<file path="config.mk">
export PLATFORM = sky130hd
export DESIGN_NAME = gcs_top
export DESIGN_NICKNAME = d
export VERILOG_FILES = /design/src/gcs_pkg.sv /design/src/gcs_top.sv
export SDC_FILE = /design/constraint.sdc
export NUM_CORES = 1
export LEC_CHECK = 0
export ABC_AREA = 1
export BUFFER_PORTS_ARGS = -buffer_cell sky130_fd_sc_hd__buf_4
export CAP_MARGIN = 0
export CORE_MARGIN = 2
export CORE_UTILIZATION = 45
export DETAILED_ROUTE_END_ITERATION = 10
export PLACE_DENSITY = 0.68
export SYNTH_ARGS = -nofsm -noshare
export SYNTH_HDL_FRONTEND = slang
export SYNTH_SLANG_ARGS = --single-unit
</file>
<file path="constraint.sdc">
create_clock -name i_clk_sys -period 13.2 [get_ports i_clk_sys]
set_clock_uncertainty 0.2 [all_clocks]
set_input_delay 2.64 -clock i_clk_sys [delete_from_list [all_inputs] [get_ports i_clk_sys]]
set_output_delay 2.64 -clock i_clk_sys [all_outputs]
set_load 0.02 [all_outputs]
</file>
<file path="src/gcs_pkg.sv">
// Constants and types for the common command and status block
package gcs_pkg;
   localparam logic [7:0] ADDR_CMD  = 8'h00;
   localparam logic [7:0] ADDR_RESP = 8'h04;
   localparam logic [7:0] ADDR_STAT = 8'h08;
   localparam logic [7:0] ADDR_CTRL = 8'h0C;
   localparam logic [7:0] ADDR_EVT  = 8'h10;
   localparam int CMD_OP_LSB     = 0;
   localparam int CMD_ARG_LSB    = 8;
   localparam int RESP_VALID_BIT = 31;
   localparam int STAT_TALK_BIT  = 16;
   localparam int STAT_LISN_BIT  = 17;
   localparam int STAT_REM_BIT   = 18;
   localparam int STAT_SRQ_BIT   = 19;
   localparam int STAT_OPC_BIT   = 20;
   localparam int STB_MSS_BIT    = 6;
   localparam int STB_ESB_BIT    = 5;
   localparam int STB_MAV_BIT    = 4;
   localparam int ESR_OPC_BIT    = 0;
   localparam int ESR_CME_BIT    = 5;
   localparam int CTRL_TRIG_BIT  = 0;
   localparam int CTRL_OUT_BIT   = 1;
   localparam int CTRL_INST_LSB  = 8;
   localparam logic [7:0]  SRE_MASK  = 8'hBF;
   localparam logic [7:0]  INST_MASK = 8'h8F;
   localparam logic [7:0]  REG8_RST  = 8'h00;
   localparam logic [15:0] CTRL_RST  = 16'h0000;
   localparam int BM_MLA   = 0;
   localparam int BM_MTA   = 1;
   localparam int BM_UNL   = 2;
   localparam int BM_UNT   = 3;
   localparam int BM_GTL   = 4;
   localparam int BM_GET   = 5;
   localparam int BM_DCL   = 6;
   localparam int BM_REN   = 7;
   localparam int BM_PPOLL = 8;
   localparam int BM_N     = 9;
   typedef enum logic [3:0] {
      OP_CLS   = 4'h0,
      OP_ESE   = 4'h1,
      OP_ESE_Q = 4'h2,
      OP_ESR_Q = 4'h3,
      OP_IDN_Q = 4'h4,
      OP_IST_Q = 4'h5,
      OP_OPC   = 4'h6,
      OP_OPC_Q = 4'h7,
      OP_PRE   = 4'h8,
      OP_PRE_Q = 4'h9,
      OP_SRE   = 4'hA,
      OP_SRE_Q = 4'hB,
      OP_STB_Q = 4'hC,
      OP_TRG   = 4'hD,
      OP_RST   = 4'hE
   } gcs_op_type;
endpackage

</file>
<file path="src/gcs_top.sv">
// Common command interpreter and status structure with APB registers
//
// Operation
// - Bus behaviour follows the decoded 488.1 interface messages and 488.2 status conventions.
// - Service request, clear and trigger functions; no source or acceptor handshake.
// - Talker with serial poll; talker state drops on own listen address.
// - Listener; listener state drops on own talk address.
// - Remote and local switching, no local lockout state.
// - Parallel poll answered; response enable set remotely.
// - Common commands start with an asterisk; some are queries only.
// - Clear-status command clears event status and response flag, not instrument bits; no parameter.
// - Event enable command loads 8 bits; query returns them.
// - Event status query returns the 8-bit event register.
// - Identification query returns maker, model and revision.
// - Individual status is poll enable ANDed with status byte.
// - Operation-complete sets its event flag when nothing is pending.
// - Operation-complete query answers one once work is done.
// - Poll enable command writes 8 low bits; query returns them.
// - Poll source register equals the status byte query value.
// - Service enable accepts only values with bit 6 clear.
// - Status byte query carries master summary in bit 6.
// - Trigger pulses only when the bus is the trigger source.
// - Reset restores default settings and turns output off.
// - Event summary bit set by any enabled event bit.
// - Serial poll reads the status byte without changing it.
//
// Our own choices: the register offsets and the APB register port.
`timescale 1ns/10ps
module gcs_top #(
   parameter logic [7:0] ID_MAKER = 8'h11,
   parameter logic [7:0] ID_MODEL = 8'h22,
   parameter logic [7:0] ID_REV   = 8'h01
) (
   input  wire logic        i_clk_sys,
   input  wire logic        i_rst,
   input  wire logic        i_psel,
   input  wire logic        i_penable,
   input  wire logic        i_pwrite,
   input  wire logic [7:0]  i_paddr,
   input  wire logic [31:0] i_pwdata,
   output logic      [31:0] o_prdata,
   output logic             o_pready,
   output logic             o_pslverr,
   input  wire logic        i_busy,
   input  wire logic        i_bus_mla,
   input  wire logic        i_bus_mta,
   input  wire logic        i_bus_unl,
   input  wire logic        i_bus_unt,
   input  wire logic        i_bus_gtl,
   input  wire logic        i_bus_get,
   input  wire logic        i_bus_dcl,
   input  wire logic        i_bus_ren,
   input  wire logic        i_bus_ppoll,
   output logic             o_srq,
   output logic             o_pp_resp,
   output logic      [7:0]  o_spoll_byte,
   output logic             o_trig,
   output logic             o_output_on,
   output logic             o_talker,
   output logic             o_listener,
   output logic             o_remote
);
   import gcs_pkg::*;
   // ID values above are arbitrary

   function automatic logic addr_ok(input logic [7:0] a);
      if (a == ADDR_CMD) addr_ok = 1'b1;
      else if (a == ADDR_RESP) addr_ok = 1'b1;
      else if (a == ADDR_STAT) addr_ok = 1'b1;
      else if (a == ADDR_CTRL) addr_ok = 1'b1;
      else if (a == ADDR_EVT) addr_ok = 1'b1;
      else addr_ok = 1'b0;
   endfunction

   logic [BM_N-1:0] bm_in;
   logic [BM_N-1:0] sync1_q;
   logic [BM_N-1:0] sync2_q;
   logic [BM_N-1:0] prev_q;
   logic [BM_N-1:0] rise;
   logic            acc;
   logic            wr_fire;
   logic            rd_fire;
   logic            cmd_fire;
   gcs_op_type      op;
   logic [7:0]      arg;
   logic [7:0]      ese_q;
   logic [7:0]      sre_q;
   logic [7:0]      pre_q;
   logic [7:0]      esr_q;
   logic [7:0]      esr_d;
   logic [15:0]     ctrl_q;
   logic [23:0]     resp_q;
   logic            resp_valid_q;
   logic            opc_pend_q;
   logic            opcq_pend_q;
   logic [7:0]      stb_raw;
   logic [7:0]      stb_mss;
   logic            esb;
   logic            mss;
   logic            ist;
   logic [31:0]     rd_mux;

   assign bm_in = {i_bus_ppoll, i_bus_ren, i_bus_dcl, i_bus_get, i_bus_gtl,
                   i_bus_unt, i_bus_unl, i_bus_mta, i_bus_mla};

   // Two-flop synchronisers, edge detect on second stage
   always_ff @(posedge i_clk_sys or posedge i_rst)
   begin
      if (i_rst)
      begin
         sync1_q <= '0;
         sync2_q <= '0;
         prev_q  <= '0;
      end
      else
      begin
         sync1_q <= bm_in;
         sync2_q <= sync1_q;
         prev_q  <= sync2_q;
      end
   end
   assign rise = sync2_q & ~prev_q;

   // APB slave, one wait state
   assign acc      = i_psel & i_penable;
   assign wr_fire  = acc & o_pready & i_pwrite;
   assign rd_fire  = acc & o_pready & ~i_pwrite;
   assign cmd_fire = wr_fire & (i_paddr == ADDR_CMD);
   assign op       = gcs_op_type'(i_pwdata[CMD_OP_LSB +: 4]);
   assign arg      = i_pwdata[CMD_ARG_LSB +: 8];

   always_ff @(posedge i_clk_sys or posedge i_rst)
   begin
      if (i_rst)
      begin
         o_pready  <= 1'b0;
         o_pslverr <= 1'b0;
         o_prdata  <= '0;
      end
      else
      begin
         o_pready  <= acc & ~o_pready;
         o_pslverr <= acc & ~o_pready & ~addr_ok(i_paddr);
         if (acc & ~o_pready & ~i_pwrite)
            o_prdata <= rd_mux;
      end
   end

   // Status byte, summary and individual status
   assign esb = |(esr_q & ese_q);
   assign stb_raw = (ctrl_q[CTRL_INST_LSB +: 8] & INST_MASK)
                  | ({7'h00, esb} << STB_ESB_BIT)
                  | ({7'h00, resp_valid_q} << STB_MAV_BIT);
   assign mss = |(stb_raw & sre_q & SRE_MASK);
   assign stb_mss = stb_raw | ({7'h00, mss} << STB_MSS_BIT);
   assign ist = |(pre_q & stb_mss);

   always_comb
   begin
      rd_mux = '0;
      if (i_paddr == ADDR_RESP)
      begin
         rd_mux[23:0]           = resp_q;
         rd_mux[RESP_VALID_BIT] = resp_valid_q;
      end
      else if (i_paddr == ADDR_STAT)
      begin
         rd_mux[7:0]           = stb_mss;
         rd_mux[15:8]          = esr_q;
         rd_mux[STAT_TALK_BIT] = o_talker;
         rd_mux[STAT_LISN_BIT] = o_listener;
         rd_mux[STAT_REM_BIT]  = o_remote;
         rd_mux[STAT_SRQ_BIT]  = o_srq;
         rd_mux[STAT_OPC_BIT]  = opc_pend_q | opcq_pend_q;
      end
      else if (i_paddr == ADDR_CTRL)
         rd_mux[15:0] = ctrl_q;
   end

   // Enable registers
   always_ff @(posedge i_clk_sys or posedge i_rst)
   begin
      if (i_rst)
      begin
         ese_q <= REG8_RST;
         sre_q <= REG8_RST;
         pre_q <= REG8_RST;
      end
      else if (cmd_fire)
      begin
         if (op == OP_ESE)
            ese_q <= arg;
         if (op == OP_PRE)
            pre_q <= arg;
         if (op == OP_SRE && !arg[STB_MSS_BIT])
            sre_q <= arg;
      end
   end

   // Control: trigger source, output, instrument status bits
   always_ff @(posedge i_clk_sys or posedge i_rst)
   begin
      if (i_rst)
         ctrl_q <= CTRL_RST;
      else if (cmd_fire && op == OP_RST)
         ctrl_q <= CTRL_RST;
      else if (wr_fire && i_paddr == ADDR_CTRL)
         ctrl_q <= i_pwdata[15:0];
   end
   assign o_output_on = ctrl_q[CTRL_OUT_BIT];

   // Standard event status: clears first, sets win
   always_comb
   begin
      esr_d = esr_q;
      if (cmd_fire && (op == OP_CLS || op == OP_ESR_Q))
         esr_d = '0;
      if (wr_fire && i_paddr == ADDR_EVT)
         esr_d = esr_d | i_pwdata[7:0];
      if (opc_pend_q && !i_busy)
         esr_d[ESR_OPC_BIT] = 1'b1;
      if (cmd_fire && op == OP_SRE && arg[STB_MSS_BIT])
         esr_d[ESR_CME_BIT] = 1'b1;
   end
   always_ff @(posedge i_clk_sys or posedge i_rst)
   begin
      if (i_rst)
         esr_q <= REG8_RST;
      else
         esr_q <= esr_d;
   end

   // Pending operation-complete requests
   always_ff @(posedge i_clk_sys or posedge i_rst)
   begin
      if (i_rst)
      begin
         opc_pend_q  <= 1'b0;
         opcq_pend_q <= 1'b0;
      end
      else if (rise[BM_DCL] || (cmd_fire && op inside {OP_CLS, OP_RST}))
      begin
         opc_pend_q  <= 1'b0;
         opcq_pend_q <= 1'b0;
      end
      else
      begin
         if (cmd_fire && op == OP_OPC)
            opc_pend_q <= 1'b1;
         else if (!i_busy)
            opc_pend_q <= 1'b0;
         if (cmd_fire && op == OP_OPC_Q)
            opcq_pend_q <= 1'b1;
         else if (!i_busy)
            opcq_pend_q <= 1'b0;
      end
   end

   // Query response; new answer wins over a read clear
   always_ff @(posedge i_clk_sys or posedge i_rst)
   begin
      if (i_rst)
      begin
         resp_q       <= '0;
         resp_valid_q <= 1'b0;
      end
      else if (opcq_pend_q && !i_busy && !rise[BM_DCL] &&
               !(cmd_fire && op == OP_CLS))
      begin
         resp_q       <= 24'h000001;
         resp_valid_q <= 1'b1;
      end
      else if (cmd_fire && op inside {OP_ESE_Q, OP_ESR_Q, OP_IDN_Q,
                                      OP_IST_Q, OP_PRE_Q, OP_SRE_Q,
                                      OP_STB_Q})
      begin
         resp_valid_q <= 1'b1;
         case (op)
            OP_ESE_Q: resp_q <= {16'h0000, ese_q};
            OP_ESR_Q: resp_q <= {16'h0000, esr_q};
            OP_IDN_Q: resp_q <= {ID_MAKER, ID_MODEL, ID_REV};
            OP_IST_Q: resp_q <= {23'h000000, ist};
            OP_PRE_Q: resp_q <= {16'h0000, pre_q};
            OP_SRE_Q: resp_q <= {16'h0000, sre_q};
            default:  resp_q <= {16'h0000, stb_mss};
         endcase
      end
      else if (rise[BM_DCL] || (cmd_fire && op == OP_CLS) ||
               (rd_fire && i_paddr == ADDR_RESP))
         resp_valid_q <= 1'b0;
   end

   // Talker, listener and remote states
   always_ff @(posedge i_clk_sys or posedge i_rst)
   begin
      if (i_rst)
      begin
         o_talker   <= 1'b0;
         o_listener <= 1'b0;
         o_remote   <= 1'b0;
      end
      else
      begin
         if (rise[BM_MLA] || rise[BM_UNT])
            o_talker <= 1'b0;
         else if (rise[BM_MTA])
            o_talker <= 1'b1;
         if (rise[BM_MTA] || rise[BM_UNL])
            o_listener <= 1'b0;
         else if (rise[BM_MLA])
            o_listener <= 1'b1;
         if (!sync2_q[BM_REN] || rise[BM_GTL])
            o_remote <= 1'b0;
         else if (rise[BM_MLA])
            o_remote <= 1'b1;
      end
   end

   // Poll answers, service request and trigger pulse
   always_ff @(posedge i_clk_sys or posedge i_rst)
   begin
      if (i_rst)
      begin
         o_srq        <= 1'b0;
         o_pp_resp    <= 1'b0;
         o_spoll_byte <= '0;
         o_trig       <= 1'b0;
      end
      else
      begin
         o_srq        <= mss;
         o_pp_resp    <= sync2_q[BM_PPOLL] & ist;
         o_spoll_byte <= stb_mss;
         o_trig       <= ctrl_q[CTRL_TRIG_BIT] &
                         ((cmd_fire && op == OP_TRG) ||
                          (rise[BM_GET] && o_listener));
      end
   end
endmodule // gcs_top

</file>
# After elaboration in Yosys (flattened, before gate mapping)
# Index checks and enable logic that the tools add are counted.
[op_classes]
n_eq_ne = 20
muxes = 33
n_bitwise = 23
reduce_logical = 48
[op_table]
columns = ["op", "count"]
rows = [
  ["21-bit case mux with 6 select lines", 1],
  ["16-bit 2-to-1 mux", 4],
  ["24-bit 2-to-1 mux", 2],
  ["4-bit == test (second input constant)", 7],
  ["8-bit bitwise AND", 3],
  ["1-bit 2-to-1 mux", 21],
  ["21-bit 2-to-1 mux", 1],
  ["1-bit logical AND", 19],
  ["4-bit by 3-bit == test with 1-bit output (second input constant)", 4],
  ["8-bit by 4-bit == test with 1-bit output (second input constant)", 2],
  ["8-bit 2-to-1 mux", 2],
  ["8-bit OR reduction", 2],
  ["2-bit nonzero test", 6],
  ["1-bit bitwise AND", 10],
  ["4-bit by 2-bit == test with 1-bit output (second input constant)", 2],
  ["8-bit by 3-bit == test with 1-bit output (second input constant)", 1],
  ["8-bit by 5-bit == test with 1-bit output (second input constant)", 1],
  ["8-bit logical NOT", 1],
  ["1-bit logical OR", 8],
  ["8-bit by 5-bit bitwise OR with 8-bit output", 1],
  ["8-bit by 6-bit bitwise OR with 8-bit output", 1],
  ["8-bit by 7-bit bitwise OR with 8-bit output", 1],
  ["8-bit bitwise OR", 1],
  ["7-bit bitwise AND", 1],
  ["other kinds (13)", 22],
]
[word_totals]
reg_bits = 141
in_bits = 55
out_inout_bits = 49
wordCells = 146

# Logic depth before layout (Yosys ltp)
# Gate-level depths: netlist of the first run.
[logic_depth]
word_depth = 12
depth_mapped = 12
mapped_depth_nobuf = 12

# Worst setup path before layout of the first run
# OpenSTA, ideal clock, no wires.
[synth_path]
kind = "input to register"
startpoint = "input port i_psel"
endpoint = "register resp_q[1]"
setup_time_ps = 123
arrival_time_ps = 3759
setup_slack_ps = 9118
cell_stages = 11
path_cell_list = "nand3_1 > nor2_2 > inv_2 > nor3_4 > buf_6 > nand2_4 > nand2_4 > inv_4 > buf_8 > nand2_2 > o21ai_2"
[synth_between]
elab_chain_len = 8
word_cells_on_any_way = 10
cone_classes = "mux: 1; bitwise: 4; reduce/logical: 5"
[synth_rtl]
columns = ["item", "line", "text"]
rows = [
  ["start: declaration", "gcs_top.sv:36", "input wire logic i_psel,"],
  ["1-bit bitwise AND (*)", "gcs_top.sv:125", "assign acc = i_psel & i_penable;"],
  ["1-bit bitwise AND (*) (2 in a row)", "gcs_top.sv:126", "assign wr_fire = acc & o_pready & i_pwrite;"],
  ["1-bit bitwise AND (*)", "gcs_top.sv:128", "assign cmd_fire = wr_fire & (i_paddr == ADDR_CMD);"],
  ["1-bit logical AND", "gcs_top.sv:268", "!(cmd_fire && op == OP_CLS))"],
  ["1-bit logical NOT", "gcs_top.sv:268", ""],
  ["1-bit logical AND", "gcs_top.sv:267", "else if (opcq_pend_q && !i_busy && !rise[BM_DCL] &&"],
  ["24-bit 2-to-1 mux or 2-bit nonzero test (tied branches)", "n/a", ""],
  ["end signal: assignment", "gcs_top.sv:279", "OP_ESE_Q: resp_q <= {16'h0000, ese_q};"],
  ["end signal: assignment", "gcs_top.sv:280", "OP_ESR_Q: resp_q <= {16'h0000, esr_q};"],
  ["end signal: assignment", "gcs_top.sv:281", "OP_IDN_Q: resp_q <= {ID_MAKER, ID_MODEL, ID_REV};"],
  ["end: declaration", "gcs_top.sv:92", "logic [23:0] resp_q;"],
]
# Mark *: on every way between the ends. The rest lies on a longest branch, timed or not.
# A chain may end at the register's enable or synchronous reset.

# Final worst setup path of the first run
[layout_path]
startpoint = "input port i_psel"
endpoint = "register ctrl_q[8]"
[layout_between]
elab_chain_len = 6
word_cells_on_any_way = 8
cone_classes = "mux: 1; bitwise: 4; reduce/logical: 3"
[layout_rtl]
columns = ["item", "line", "text"]
rows = [
  ["1-bit bitwise AND (*)", "gcs_top.sv:125", ""],
  ["1-bit bitwise AND (*) (2 in a row)", "gcs_top.sv:126", ""],
  ["1-bit bitwise AND", "gcs_top.sv:128", ""],
  ["1-bit logical AND", "gcs_top.sv:205", "else if (cmd_fire && op == OP_RST)"],
  ["16-bit 2-to-1 mux or 2-bit nonzero test (tied branches)", "n/a", ""],
  ["end signal: assignment", "gcs_top.sv:208", "ctrl_q <= i_pwdata[15:0];"],
  ["end: declaration", "gcs_top.sv:91", "logic [15:0] ctrl_q;"],
]
# Marked as above.

==> results of run 1 <==
through the flow:
step	hold slack (ns)	setup slack, ns	total power, mW
5_1_grt	0.154	7.80	0.904
2_1_floorplan	0.131	7.12	0.420
3_5_place_dp	0.136	7.69	0.440
3_3_place_gp	0.132	7.73	0.438
6_report	0.146	8.09	0.874
4_1_cts	0.148	8.11	0.880
report_power, final:
part           switching, mW  internal (mW)
clock                  0.172          0.269
combinational         0.0340         0.0151
sequential           0.00309          0.381
layout make-up:
type,count,area (sq um),area share
flip-flops and latches,122,3050,0.461
multi-input cells,392,1950,0.294
repair buffers,79,593,0.0896
clock buffers,19,453,0.0684
inverters,70,268,0.0405
well taps,147,184,0.0278
clock inverters,13,120,0.0182
sequential cells by signal, indices dropped and copies added, names as in the netlist, 7 cells and up:
register and count:
esr_q 8, sync1_q 9, prev_q 7, sre_q 8
o_prdata 22, sync2_q 9, ctrl_q 16, resp_q 9
ese_q 8, pre_q 8, o_spoll_byte 8
synthesized netlist by cell type, drive strengths merged:
master / instances
nand3: 75
conb: 1
a2111oi: 1
a21oi: 14
buf: 26
clkbuf: 4
inv: 69
a31oi: 1
o211ai: 8
nor3: 6
nor2: 29
nand2: 152
o31ai: 5
o21ai: 77
dfrtp: 122
a21boi: 1
nand4: 5
nor3b: 1
a221oi: 1
clkinv: 1
o221ai: 3
o22ai: 3
worst paths after layout:
path	startpoint	to	depth (start not counted)	slack, ns
worst min-delay path	sync1_q[6]	sync2_q[6]	0	0.15
worst min register to register	sync1_q[6]	sync2_q[6]	0	0.15
max in group asynchronous	i_rst	esr_q[5]	3	9.34
worst max register to register	o_pready	ctrl_q[8]	8	10.04
worst max-delay path	i_psel	ctrl_q[8]	9	8.09
min in group asynchronous	i_rst	o_prdata[19]	2	2.07
per-layer routing:
metal / part of all wire / vias to the layer above / GRT usage / wire, um
met5: 0 / - / 0 / 0
met4: 0.018 / 0 / 0.0821 / 257
met3: 0.078 / 27 / 0.0579 / 1090
met2: 0.47 / 213 / 0.371 / 6640
met1: 0.43 / 2107 / 0.310 / 5990
li1: - / 2128 / - / -
worst max-delay path: stages:
cell     delay, ns
buf_4         0.08
nand3_1       0.12
nor2_2        0.24
inv_2         0.08
nor3_4        0.60
nand3_2       0.65
nand2_2       0.58
nand3_1       0.12
o21ai_1       0.11
logic make-up (layout without fill, tap and decap cells):
group                  after synthesis  after routing  share of synthesized area
AO/OA/AOI/OAI                      114            114                      0.121
buffers and inverters              100            181                     0.0846
other                                1             10                   0.000691
AND/OR/NAND/NOR                    268            268                      0.231
flip-flops                         122            122                      0.563
==> results.toml, run 1 <==
[drt]
drtPass1Iterations = 5
ant_nets = 0
drt_drc_violations_left = 0
dr_total_vias = 4475
finalWirelength_mm = 14.0
viasPerCell = 5.31
drt_iter0_drc = 385
wire_per_inst_um = 16.6

[critical_path]
worst_setup_path_start_kind = "primary input"
cp_data_required_time_ns = 13.32
critPathMaxFanout = 25
path_class = "primary input to flip-flop"
end_kind = "flip-flop"
cp_data_arrival_time_ns = 5.24

[clock_network]
postCtsSetupBuffers = 0
insertion_delay_ns = 0.42
htree_levels = 4
clk_path_buf_depth = 2
clock-root-buffer = "clkbuf_16"
cts_resized = 0
cts_inserted_buffers = 17
clock_sinks = 122
cts_tree = "yes"
cts_hold_buf = 0
path_clk_slew_ns = 0.05

[yosys]
synth.distinct_cells = 38
synth-seq-area-share = 0.563
synth_top_cell_by_area = "dfrtp_1"
synth_top_area_share = 0.563
synthCells = 605
synth_area_leaders = "dfrtp_1 (56%), nand2_1 (9.5%), nand3_1 (6.6%)"
yosys_warnings = 0
synth_area_sq_um = 5430
avgSynthCellArea_sq_um = 8.97
ys_ff_latch = 122

[die]
die_y_um = 114
core_area_sq_um = 11900
die_area_sq_um = 13000
fp.dieW_um = 114
initial_core_util = 0.455
io_pins = 104
std_cell_rows = 40

[power]
power.leakage_nw = 3.26
powerDensity_nw_per_um2 = 132
peakVddDrop_v = 0.0000803

[placed_design]
dp_hpwl_mm = 10.3
routabilityCongestion = 0.941
placed_cells = 810
place.port_buffers = 77
dpl_cell_area_sq_um = 6040

[sta]
final_max_slew_viol_count = 0
hold_violations = 0
fmax_mhz = 196
timing.setup.tns_ns = 0
post-route-period-util = 0.387
fin_crit_ns = 5.11
relSlewSlack = 0.347
finalSetupViolCount = 0
rsz0062_at_grt = "false"
tightest_slew_ns = 0.979

[final_layout]
finalInstanceArea_sq_um = 6620
layout_common_cells = "nand2_1 (138), dfrtp_1 (122), buf_4 (79)"
n_antenna_cell = 0
drive_above_1_share = 0.220
layout_commonest_cell = "nand2_1"
fin_nets = 737
finish.utilization = 0.556
fillers = 1087
instances_no_fill = 842
area_growth_pct = 22.0

[job]
drv_cap = 0

[grt]
grt_pass1_vias = 4339
grt_start_max_net_pins = 80
antenna_found_initial = 0
grt_pass1_wl_mm = 22.6
grt.overflow.total = 0
grt_usage = 0.232

[worst_hold_path]
hold_class = "flip-flop to flip-flop"

[run_status]
run_status = "complete, no violations"
No activity file was read; power rests on OpenSTA's default activity.
==> run 2, diff against run 1 <==
Settings changed: PLACE_DENSITY 0.68 to 0.71.
Clock period 13.2 ns to 4.7 ns, I/O delays scaled along.
==> run 2 against run 1 <==
Final cell count is 0.36% higher. Core utilization is 0.35 points higher. Worst hold slack worse by 0.00095 ns. Sequential share of layout area is 0.29 points lower. Final area is 0.62% higher. Routed wire length is 1.2% higher. Power grew to 2.9 times the previous value. Register-to-register slack worse by 8.0 ns. Sequential cell count stayed put.
==> results.toml, run 2 (synthesized netlist as in run 1, its figures left out) <==
[placed_design]
place.port_buffers = 77
routabilityCongestion = 0.936
dpl_worst_slack_ns = 1.40
dpl_cell_area_sq_um = 6070
dp_hpwl_mm = 10.2

[grt]
antenna_found_initial = 0
grt_pass1_wl_mm = 22.7
grt_pass1_vias = 4400
grt_usage = 0.230
grt_start_max_net_pins = 75
grt.overflow.total = 0

[sta]
rsz0062_at_grt = "false"
hold_violations = 0
timing.setup.tns_ns = 0
fmax_mhz = 339
tightest_slew_ns = 0.911
hold_ws_ns = 0.145
relSlewSlack = 0.392
worst_slack_ns = 1.75
finalSetupViolCount = 0
final_max_slew_viol_count = 0
post-route-period-util = 0.627
fin_crit_ns = 2.95

[clock_network]
insertion_delay_ns = 0.42
htree_levels = 4
path_clk_slew_ns = 0.06
cts_hold_buf = 0
clock-root-buffer = "clkbuf_16"
cts_resized = 0
cts_inserted_buffers = 17
postCtsSetupBuffers = 0
clock_sinks = 122
cts_tree = "yes"
clk_path_buf_depth = 2

[die]
die_area_sq_um = 13000
fp.dieW_um = 114
io_pins = 104
std_cell_rows = 40
die_y_um = 114
initial_core_util = 0.455
core_area_sq_um = 11900

[critical_path]
cp_data_arrival_time_ns = 3.08
critPathMaxFanout = 25
startpoint = "i_psel"
end_kind = "flip-flop"
cp_data_required_time_ns = 4.83
worst_setup_path_start_kind = "primary input"
path_class = "primary input to flip-flop"
timing.rr.start = "o_pready"

[final_layout]
finish.utilization = 0.559
layout_common_cells = "nand2_1 (138), dfrtp_1 (122), buf_4 (82)"
n_antenna_cell = 0
drive_above_1_share = 0.223
largest_reg_flops = 22
area_growth_pct = 22.7
finalInstanceArea_sq_um = 6660
layout_commonest_cell = "nand2_1"
fin_nets = 740
largest_register = "o_prdata"
top_regs = "o_prdata: 22 flops, ctrl_q: 16 flops"

[worst_hold_path]
holdCritStartpoint = "sync1_q[7]"
hold_class = "flip-flop to flip-flop"

[power]
powerDensity_nw_per_um2 = 377
power.leakage_nw = 3.28
peakVddDrop_v = 0.000163

[run_status]
run_status = "complete, no violations"

[drt]
ant_nets = 0
wire_per_inst_um = 16.8
viasPerCell = 5.44
dr_total_vias = 4599
finalWirelength_mm = 14.2
drt_drc_violations_left = 0
drt_iter0_drc = 483
drtPass1Iterations = 5

[job]
drv_cap = 0
-- run 2: cell count changes in the layout (fill, tap and decap cells not counted) --
cell and delta:
clkinv_2 -2, buf_4 +3, inv_6 +3, bufinv_16 +1, clkbuf_8 -2
-- run 2: per-layer routing --
layer | track usage | share of wire | routed length [um] | vias to the layer above
met5 | 0 | 0 | 0 | -
met4 | 0.107 | 0.035 | 495 | 0
met3 | 0.0515 | 0.080 | 1130 | 42
met2 | 0.344 | 0.46 | 6540 | 234
met1 | 0.323 | 0.42 | 5990 | 2181
li1 | - | - | - | 2142
-- run 2: cell type report --
class / instances / area [sq um]
Clock buffer: 17 / 425
Clock inverter: 15 / 166
Fill cell: 1079 / 5250
Inverter: 70 / 268
Multi-Input combinational cell: 392 / 1950
Sequential cell: 122 / 3050
Tap cell: 147 / 184
Timing Repair Buffer: 82 / 616
-- run 2: path summary, 6_finish.rpt --
kind	end	slack, ns	cells after the start
worst max-delay path	ctrl_q[10]	1.75	10
worst min-delay path	sync2_q[7]	0.14	0
worst max register to register	ctrl_q[10]	2.00	9
worst min register to register	sync2_q[7]	0.14	0
max in group asynchronous	sync1_q[0]	2.87	3
min in group asynchronous	o_prdata[16]	0.52	2
-- run 2: through the flow --
| step | std cells | power [mW] |
|---|---|---|
| floorplan | 614 | 1.18 |
| global placement | 813 | 1.23 |
| detailed placement | 813 | 1.24 |
| CTS | 845 | 2.53 |
| global route | 845 | 2.60 |
| finish | 845 | 2.51 |
-- run 2: worst max-delay path, cell delays in order --
cell and delay [ns]:
buf_4 0.08, nand3_1 0.12, nor2_2 0.24, inv_2 0.07, nor3_4 0.61, nand3_2 0.10, buf_4 0.26, nand2_2 0.37
nand3_1 0.15, o21ai_1 0.12
-- run 2: power breakdown --
| group | internal (mW) | switching (mW) | leakage (nW) | total (mW) |
|---|---|---|---|---|
| Clock | 0.788 | 0.508 | 0.281 | 1.30 |
| Combinational | 0.0434 | 0.0948 | 1.43 | 0.138 |
| Sequential | 1.07 | 0.00880 | 1.58 | 1.08 |
